**src/hw/rbp_pkg.sv**
```systemverilog
package rbp_pkg;

   ////////////////////////////////////////////////////////////////////////////
   // Port widths
   localparam int DATA_W = 8;
   localparam int PIN_W = 23;
   localparam int ADDR_W = 12;

   // Every pin that enters the core clock domain, synchronised as one group
   typedef struct packed {
      logic [7:0] aData;
      logic [7:0] bData;
      logic parity;
      logic aToBLoadClock;
      logic bToALoadClock;
      logic aToBLoadEnableN;
      logic bToALoadEnableN;
      logic aPortDriveEnableN;
      logic bPortDriveEnableN;
   } rbp_pin_s;

   // Clocks and active-low enables idle high so release makes no false edge
   localparam logic [22:0] PIN_RESET = 23'h00003f;

   ////////////////////////////////////////////////////////////////////////////
   // Register offsets (byte addresses)
   localparam logic [11:0] CTRL_OFS = 12'h000;
   localparam logic [11:0] STATUS_OFS = 12'h004;
   localparam logic [11:0] IRQ_EN_OFS = 12'h008;
   localparam logic [11:0] IRQ_CLR_OFS = 12'h00c;
   localparam logic [11:0] PORT_STATE_OFS = 12'h010;

   // Control fields
   localparam int CTRL_W = 2;
   localparam int CTRL_A2B_HOLD = 0;
   localparam int CTRL_B2A_HOLD = 1;
   localparam logic [1:0] CTRL_RESET = 2'h0;

   // Event bits, shared by status, enable and clear registers
   localparam int EV_W = 5;
   localparam int EV_A2B_LOAD = 0;
   localparam int EV_B2A_LOAD = 1;
   localparam int EV_A2B_ACK = 2;
   localparam int EV_B2A_ACK = 3;
   localparam int EV_PARITY = 4;
   localparam logic [4:0] EV_RESET = 5'h00;

   // Port state fields
   localparam int PS_A2B_LSB = 0;
   localparam int PS_B2A_LSB = 8;
   localparam int PS_PARITY = 16;
   localparam int PS_A2B_FULL = 17;
   localparam int PS_B2A_FULL = 18;
   localparam int PS_FAULT_N = 19;

   // Values after reset
   localparam logic [7:0] BYTE_RESET = 8'h00;
   localparam logic [31:0] WORD_RESET = 32'h00000000;

endpackage

```
**src/hw/rbp_sync.sv**
```systemverilog
`timescale 1ns/100ps

module rbp_sync #(
   parameter int WIDTH = 23,
   parameter logic [WIDTH-1:0] RESET_VAL = '0
)
(
   // Clock and reset
   input wire logic core_clk,
   input wire logic srst,
   // Asynchronous in, synchronised out
   input wire logic [WIDTH-1:0] asyncIn,
   output logic [WIDTH-1:0] syncOut
);

   logic [WIDTH-1:0] stage1_reg;
   logic [WIDTH-1:0] stage2_reg;

   generate
      if (WIDTH < 1)
      begin : g_bad_width
         $error("rbp_sync width must be at least one");
      end
   endgenerate

   ////////////////////////////////////////////////////////////////////////////
   // Two stages; only the second stage reads the first
   always_ff @(posedge core_clk)
   begin
      if (srst)
      begin
         stage1_reg <= RESET_VAL;
         stage2_reg <= RESET_VAL;
      end
      else
      begin
         stage1_reg <= asyncIn;
         stage2_reg <= stage1_reg;
      end
   end

   assign syncOut = stage2_reg;

endmodule // rbp_sync

```
**src/hw/rbp_lane.sv**
```systemverilog
`timescale 1ns/100ps

module rbp_lane #(
   parameter int WIDTH = 8
)
(
   // Clock and reset
   input wire logic core_clk,
   input wire logic srst,
   // Load side
   input wire logic loadStb,
   input wire logic [WIDTH-1:0] loadData,
   // Drain side
   input wire logic clearStb,
   output logic [WIDTH-1:0] holdData,
   output logic fullFlag
);

   logic [WIDTH-1:0] hold_reg;
   logic [WIDTH-1:0] hold_next;
   logic full_reg;
   logic full_next;

   generate
      if (WIDTH < 1)
      begin : g_bad_width
         $error("rbp_lane width must be at least one");
      end
   endgenerate

   ////////////////////////////////////////////////////////////////////////////
   // Holding register and its flag; the acknowledge beats a same-cycle load
   always_comb
   begin
      hold_next = hold_reg;
      full_next = full_reg;
      if (loadStb)
      begin
         hold_next = loadData;
         full_next = 1'b1;
      end
      if (clearStb)
      begin
         full_next = 1'b0;
      end
   end

   // Flags start empty so the handshake has a known origin
   always_ff @(posedge core_clk)
   begin
      if (srst)
      begin
         hold_reg <= '0;
         full_reg <= 1'b0;
      end
      else
      begin
         hold_reg <= hold_next;
         full_reg <= full_next;
      end
   end

   assign holdData = hold_reg;
   assign fullFlag = full_reg;

endmodule // rbp_lane

```
**src/hw/rbp_port.sv**
```systemverilog
`timescale 1ns/100ps
// Functional notes
// - Qualified A-to-B load edge captures the A-side byte into its holder.
// - That load edge sets the A-to-B full flag unless acknowledge coincides.
// - Without a qualified edge, holding register keeps contents; full flag too unless acknowledged.
// - B pins show the A-to-B holder only while B drive enable is low.
// - Driven parity pin is high for even ones count, low for odd.
// - Rising B drive enable clears the A-to-B full flag unconditionally.
// - Qualified B-to-A edge stores B byte, parity pin, sets its flag.
// - A pins show the B-to-A holder only while A drive enable is low.
// - Rising A drive enable clears the B-to-A flag, beating any load.
// - Fault output low on even ones in byte plus parity, when enabled.
// - Parity pin is input for B-to-A, driven output for A-to-B.

module rbp_port
(
   // Clock and reset
   input wire logic core_clk,
   input wire logic srst,
   // APB slave
   input wire logic psel,
   input wire logic penable,
   input wire logic pwrite,
   input wire logic [11:0] paddr,
   input wire logic [31:0] pwdata,
   input wire logic [3:0] pstrb,
   output logic [31:0] prdata,
   output logic pready,
   output logic pslverr,
   // A-side pins
   input wire logic [7:0] aPortIn,
   output logic [7:0] aPortOut,
   output logic aPortOe,
   // B-side pins and parity
   input wire logic [7:0] bPortIn,
   output logic [7:0] bPortOut,
   output logic bPortOe,
   input wire logic parityIn,
   output logic parityOut,
   output logic parityOe,
   // Transfer control pins
   input wire logic a_to_b_load_clock,
   input wire logic b_to_a_load_clock,
   input wire logic a_to_b_load_enable_n,
   input wire logic b_to_a_load_enable_n,
   input wire logic a_port_drive_enable_n,
   input wire logic b_port_drive_enable_n,
   // Status pins and interrupt
   output logic a_to_b_full_flag,
   output logic b_to_a_full_flag,
   output logic parity_fault_n,
   output logic irq
);

   rbp_pkg::rbp_pin_s pinRaw;
   rbp_pkg::rbp_pin_s pinSync;
   rbp_pkg::rbp_pin_s pinPrev_reg;
   logic aLoadStb;
   logic bLoadStb;
   logic bDriveRise;
   logic aDriveRise;
   logic [7:0] aToBData;
   logic [8:0] bToAWord;
   logic parOut_reg;
   logic parOut_next;
   logic faultN_reg;
   logic faultN_next;
   logic [1:0] ctrl_reg;
   logic [1:0] ctrl_next;
   logic [4:0] status_reg;
   logic [4:0] status_next;
   logic [4:0] irqEn_reg;
   logic [4:0] irqEn_next;
   logic irq_reg;
   logic irq_next;
   logic [4:0] events;
   logic ready_reg;
   logic ready_next;
   logic err_reg;
   logic err_next;
   logic [31:0] rdata_reg;
   logic [31:0] rdata_next;
   logic wrTake;

   ////////////////////////////////////////////////////////////////////////////
   // Pin capture: every pin passes two flops before any logic sees it
   assign pinRaw = '{aData: aPortIn, bData: bPortIn, parity: parityIn,
      aToBLoadClock: a_to_b_load_clock, bToALoadClock: b_to_a_load_clock,
      aToBLoadEnableN: a_to_b_load_enable_n,
      bToALoadEnableN: b_to_a_load_enable_n,
      aPortDriveEnableN: a_port_drive_enable_n,
      bPortDriveEnableN: b_port_drive_enable_n};

   rbp_sync #(
      .WIDTH(rbp_pkg::PIN_W),
      .RESET_VAL(rbp_pkg::PIN_RESET)
   ) u_sync (
      .core_clk(core_clk),
      .srst(srst),
      .asyncIn(pinRaw),
      .syncOut(pinSync)
   );

   // One more stage for edge detection; data is taken from the same stage
   // as the clock, so pins must be steady for two core cycles around an edge
   always_ff @(posedge core_clk)
   begin
      if (srst)
      begin
         pinPrev_reg <= rbp_pkg::PIN_RESET;
      end
      else
      begin
         pinPrev_reg <= pinSync;
      end
   end

   // Qualified load edges; software may hold either direction off
   assign aLoadStb = pinSync.aToBLoadClock && !pinPrev_reg.aToBLoadClock
      && !pinSync.aToBLoadEnableN && !ctrl_reg[rbp_pkg::CTRL_A2B_HOLD];
   assign bLoadStb = pinSync.bToALoadClock && !pinPrev_reg.bToALoadClock
      && !pinSync.bToALoadEnableN && !ctrl_reg[rbp_pkg::CTRL_B2A_HOLD];
   // Acknowledge edges
   assign bDriveRise = pinSync.bPortDriveEnableN
      && !pinPrev_reg.bPortDriveEnableN;
   assign aDriveRise = pinSync.aPortDriveEnableN
      && !pinPrev_reg.aPortDriveEnableN;

   ////////////////////////////////////////////////////////////////////////////
   // The two holding lanes
   rbp_lane #(
      .WIDTH(rbp_pkg::DATA_W)
   ) u_a2b (
      .core_clk(core_clk),
      .srst(srst),
      .loadStb(aLoadStb),
      .loadData(pinSync.aData),
      .clearStb(bDriveRise),
      .holdData(aToBData),
      .fullFlag(a_to_b_full_flag)
   );

   // Parity pin sampled alongside the B byte
   rbp_lane #(
      .WIDTH(rbp_pkg::DATA_W + 1)
   ) u_b2a (
      .core_clk(core_clk),
      .srst(srst),
      .loadStb(bLoadStb),
      .loadData({pinSync.parity, pinSync.bData}),
      .clearStb(aDriveRise),
      .holdData(bToAWord),
      .fullFlag(b_to_a_full_flag)
   );

   ////////////////////////////////////////////////////////////////////////////
   // Pin drivers; enables follow the synchronised drive enables
   assign bPortOut = aToBData;
   assign bPortOe = !pinSync.bPortDriveEnableN;
   assign parityOe = !pinSync.bPortDriveEnableN;
   assign aPortOut = bToAWord[7:0];
   assign aPortOe = !pinSync.aPortDriveEnableN;
   assign parityOut = parOut_reg;
   assign parity_fault_n = faultN_reg;

   // Parity generate and check, registered so the pins never glitch
   always_comb
   begin
      parOut_next = ~^aToBData;
      faultN_next = 1'b1;
      if (!pinSync.aPortDriveEnableN)
      begin
         faultN_next = ^bToAWord;
      end
   end

   always_ff @(posedge core_clk)
   begin
      if (srst)
      begin
         parOut_reg <= 1'b1;
         faultN_reg <= 1'b1;
      end
      else
      begin
         parOut_reg <= parOut_next;
         faultN_reg <= faultN_next;
      end
   end

   ////////////////////////////////////////////////////////////////////////////
   // Events; a fault counts when the check output falls
   always_comb
   begin
      events = rbp_pkg::EV_RESET;
      events[rbp_pkg::EV_A2B_LOAD] = aLoadStb;
      events[rbp_pkg::EV_B2A_LOAD] = bLoadStb;
      events[rbp_pkg::EV_A2B_ACK] = bDriveRise;
      events[rbp_pkg::EV_B2A_ACK] = aDriveRise;
      events[rbp_pkg::EV_PARITY] = faultN_reg && !faultN_next;
   end

   ////////////////////////////////////////////////////////////////////////////
   // APB slave: one wait state so read data comes from a flop
   assign wrTake = psel && penable && ready_reg && pwrite;

   always_comb
   begin
      ready_next = psel && penable && !ready_reg;
      err_next = 1'b0;
      rdata_next = rbp_pkg::WORD_RESET;
      ctrl_next = ctrl_reg;
      irqEn_next = irqEn_reg;
      status_next = status_reg | events;
      if (psel && penable && !ready_reg)
      begin
         if (paddr == rbp_pkg::CTRL_OFS)
         begin
            rdata_next[1:0] = ctrl_reg;
         end
         else if (paddr == rbp_pkg::STATUS_OFS)
         begin
            rdata_next[4:0] = status_reg;
         end
         else if (paddr == rbp_pkg::IRQ_EN_OFS)
         begin
            rdata_next[4:0] = irqEn_reg;
         end
         else if (paddr == rbp_pkg::IRQ_CLR_OFS)
         begin
            rdata_next = rbp_pkg::WORD_RESET;
         end
         else if (paddr == rbp_pkg::PORT_STATE_OFS)
         begin
            rdata_next[rbp_pkg::PS_A2B_LSB +: 8] = aToBData;
            rdata_next[rbp_pkg::PS_B2A_LSB +: 8] = bToAWord[7:0];
            rdata_next[rbp_pkg::PS_PARITY] = bToAWord[8];
            rdata_next[rbp_pkg::PS_A2B_FULL] = a_to_b_full_flag;
            rdata_next[rbp_pkg::PS_B2A_FULL] = b_to_a_full_flag;
            rdata_next[rbp_pkg::PS_FAULT_N] = faultN_reg;
         end
         else
         begin
            err_next = 1'b1;
         end
      end
      // Writes land on the edge that completes the access
      if (wrTake && pstrb[0])
      begin
         if (paddr == rbp_pkg::CTRL_OFS)
         begin
            ctrl_next = pwdata[1:0];
         end
         else if (paddr == rbp_pkg::IRQ_EN_OFS)
         begin
            irqEn_next = pwdata[4:0];
         end
         else if (paddr == rbp_pkg::IRQ_CLR_OFS)
         begin
            // A new event in the clearing cycle survives
            status_next = (status_reg & ~pwdata[4:0]) | events;
         end
      end
      irq_next = |(status_next & irqEn_next);
   end

   // Bus registers; control defaults let both directions load
   always_ff @(posedge core_clk)
   begin
      if (srst)
      begin
         ready_reg <= 1'b0;
         err_reg <= 1'b0;
         rdata_reg <= rbp_pkg::WORD_RESET;
         ctrl_reg <= rbp_pkg::CTRL_RESET;
         irqEn_reg <= rbp_pkg::EV_RESET;
         status_reg <= rbp_pkg::EV_RESET;
         irq_reg <= 1'b0;
      end
      else
      begin
         ready_reg <= ready_next;
         err_reg <= err_next;
         rdata_reg <= rdata_next;
         ctrl_reg <= ctrl_next;
         irqEn_reg <= irqEn_next;
         status_reg <= status_next;
         irq_reg <= irq_next;
      end
   end

   assign pready = ready_reg;
   assign pslverr = err_reg && ready_reg;
   assign prdata = rdata_reg;
   assign irq = irq_reg;
endmodule // rbp_port

```
**config.mk**
```make
export PLATFORM = sky130hd
export DESIGN_NAME = rbp_port
export DESIGN_NICKNAME = d
export VERILOG_FILES = /design/src/hw/rbp_pkg.sv /design/src/hw/rbp_sync.sv /design/src/hw/rbp_lane.sv /design/src/hw/rbp_port.sv
export SDC_FILE = /design/constraint.sdc
export NUM_CORES = 1
export LEC_CHECK = 0
export BUFFER_PORTS_ARGS = -buffer_cell sky130_fd_sc_hd__buf_2
export CORE_MARGIN = 3
export CORE_UTILIZATION = 53
export CTS_CLUSTER_SIZE = 8
export DETAILED_ROUTE_END_ITERATION = 8
export PLACE_DENSITY = 0.9
export SYNTH_ARGS = -nofsm -noshare
export SYNTH_HDL_FRONTEND = slang
export SYNTH_SLANG_ARGS = --single-unit
```
**constraint.sdc**
```tcl
create_clock -name core_clk -period 3.23 [get_ports core_clk]
set_clock_uncertainty 0.2 [all_clocks]
set_input_delay 0.4845 -clock core_clk [delete_from_list [all_inputs] [get_ports core_clk]]
set_output_delay 0.4845 -clock core_clk [all_outputs]
set_load 0.02 [all_outputs]
```
==> impl_metrics.json <==
{
  "cp_data_required_time_ps": 3250,
  "crit_start": "paddr[7]",
  "vias": 2682,
  "switching_share_pct": 22.6,
  "peakVddDrop_uv": 295,
  "fillers": 568,
  "grt_setup_unrepaired": "no",
  "fp.dieW_um": 90.1,
  "vias_per_cell": 4.88,
  "tns_ps": 0,
  "fin_crit_ps": 2380,
  "cap_violations": 0,
  "wl_um": 7320,
  "p_seq_share_pct": 61.9,
  "final_cell_mix": "106 x dfxtp_1, 91 x buf_2, 36 x nor2b_1, 35 x nand2_1, 25 x a21oi_1",
  "num_rows": 30,
  "gp_congestion": 0.932,
  "wl_per_cell_um": 13.3,
  "crit_path_top_delay_cell": "o31ai_1",
  "p_comb_share_pct": 4.9,
  "grtUsageTotal_pct": 18.2,
  "tritoncts": "built",
  "multi_input_area_um2": 1420,
  "cts_max_level": 3,
  "crit_fanout": 13,
  "cts.clk_slew.worst_paths_ps": 90,
  "pin_count": 134,
  "die_area_um2": 8120,
  "drc": 0,
  "max_freq_ghz": 0.420,
  "worstMarginPinSlew_ps": 860,
  "yosysSeqAreaShare_pct": 56.6,
  "synth_mux_area_share_pct": 1.10,
  "cts_setup_buffers": 0,
  "synth_area_um2": 3750,
  "clock_path_buffers": 2,
  "cpPeakStageDelay_ps": 410,
  "hold_start": "b_port_drive_enable_n",
  "area_delta_synth_final_pct": 15.5,
  "hp-class": "primary input to flip-flop",
  "crit_type": "primary input to flip-flop",
  "ys_ff_latch": 106,
  "slew-limit-headroom_pct": 42.5,
  "critPathLaunchType": "primary input",
  "antenna_found_initial": 0,
  "r2r_slack_ps": 900,
  "grt_pass1_wl_um": 11900,
  "critPathCaptureType": "flip-flop",
  "antenna_left": 0,
  "p_leak_nw": 1.88,
  "io_buffers": 91,
  "synthFlopType": "dfxtp_1",
  "final_common_cell": "dfxtp_1",
  "numCtsBuffers": 9,
  "dp_hpwl_um": 5270,
  "netlist_instances": 370,
  "dr.pass1.iters": 4,
  "synthArstFlopShare_pct": 0,
  "power.internal_mw": 1.68,
  "drive_gt1_share_pct": 29.1,
  "synth_simple_gate_area_share_pct": 23.5,
  "slew_viol_final": 0,
  "fin_crit_sh_pct": 73.7,
  "synth_fa_ha_area_share_pct": 0,
  "clock_power_share_pct": 33.2,
  "synth_xor_area_share_pct": 3.64,
  "core_um2": 6830,
  "outcome": "complete, no violations",
  "crit_arrival_ps": 2400,
  "crit_chain": "buf_2 > nor4_2 > nand3_2 > o31ai_1 > a22oi_1 > nor4_1 > o22ai_1",
  "timing_hold_violations_final": 0,
  "synth_edf_count": 0,
  "seq_area_um2": 2120,
  "powerDensity_nw_per_um2": 503,
  "die_h_um": 90.1,
  "start_util_pct": 54.9,
  "timing.rr.start": "pready$_SDFF_PP0_",
  "overflow": 0,
  "insertion_delay_ps": 360,
  "synth_area_per_cell_um2": 10.1,
  "synth_top_family_by_area": "simple AND/OR/NAND/NOR gates",
  "synth_cell_types": 39,
  "n_antenna_cell": 0,
  "cts.sinks": 106,
  "grt_max_degree": 52,
  "drtIter0Drc": 133,
  "root_buffer": "clkbuf_8",
  "finalSetupViolCount": 0,
  "ctsResizeCount": 0,
  "final_core_util_pct": 63.4,
  "synth_compound_area_share_pct": 8.38,
  "grt_pass1_vias": 2511,
  "postCtsHoldBufs": 0,
  "p_switching_mw": 0.491,
  "layout.nets": 526,
  "synth_warnings": 0
}
-- synth_stat cells (3+ instances only) --
master,number,area [µm²]
dfxtp_1,106,2120
nor2b_1,36,225
xnor2_1,11,96.3
and2_1,17,106
nand2_1,35,131
or2_2,16,100
nand2b_1,3,18.8
nor2_1,17,63.8
o31ai_1,4,30.0
inv_1,8,30.0
nor3_1,7,35.0
nand3_1,6,30.0
a22oi_1,7,52.6
mux2i_1,3,30.0
buf_4,22,165
a211oi_1,3,22.5
a22o_1,5,43.8
clkbuf_1,12,45.0
a21oi_1,25,125
-- per-layer routing --
metal,routed length (µm),up-vias,track usage (%)
li1,-,1346,-
met1,3220,1217,23.5
met2,3500,111,28.6
met3,525,8,6.03
met4,80,0,6.51
met5,0,-,0
-- through the flow --
step / std cells / hold WS (ps) / area [µm²] / setup slack [ps] / power (mW)
floorplan: 381 / 189 / 3790 / 1090 / 1.45
global placement: 535 / 192 / 4160 / 640 / 1.48
detailed placement: 535 / 193 / 4160 / 507 / 1.48
CTS: 550 / 88.9 / 4330 / 893 / 2.18
global route: 550 / 82.3 / 4330 / 709 / 2.26
finish: 550 / 101 / 4330 / 849 / 2.18
-- power by group through the flow --
| stage | Sequential [mW] | Combinational [mW] | Clock (mW) |
|---|---|---|---|
| 6_report | 1.35 | 0.107 | 0.723 |
| 5_1_grt | 1.35 | 0.118 | 0.793 |
| 4_1_cts | 1.35 | 0.106 | 0.732 |
| 3_5_place_dp | 1.38 | 0.106 | 0 |
| 3_3_place_gp | 1.38 | 0.104 | 0 |
| 2_1_floorplan | 1.38 | 0.0754 | 0 |
-- cell type report --
class / count / share of cell area [%]
sequential: 106 / 49.0
multi-input combinational: 232 / 32.7
timing repair buffer: 93 / 10.9
clock buffer: 12 / 3.35
tap: 96 / 2.77
inverter: 8 / 0.694
clock inverter: 3 / 0.578
-- worst max-delay path: cells and delay by family --
| kind | cells | cell delay (ps) |
|---|---|---|
| AO/OA/AOI/OAI | 3 | 740 |
| buffers and inverters | 1 | 100 |
| AND/OR/NAND/NOR | 3 | 1080 |
-- worst paths after layout --
check / to / cells past startpoint
setup / recovery: irq$_SDFF_PP0_ / 7
hold reg to reg: u_sync.syncOut[0]$_SDFF_PP1_ / 1
hold / removal: u_sync.stage1_reg[0]$_SDFF_PP1_ / 2
setup reg to reg: irq$_SDFF_PP0_ / 6
-- kinds of logic after synthesis --
kind of cell    count (synthesis)
mux                             4
compound gates                 48
other cells                     1
xor+xnor                       14
flops                         106
buf+inv                        43
simple gates                  154
Power figures use the tool's default switching activity.
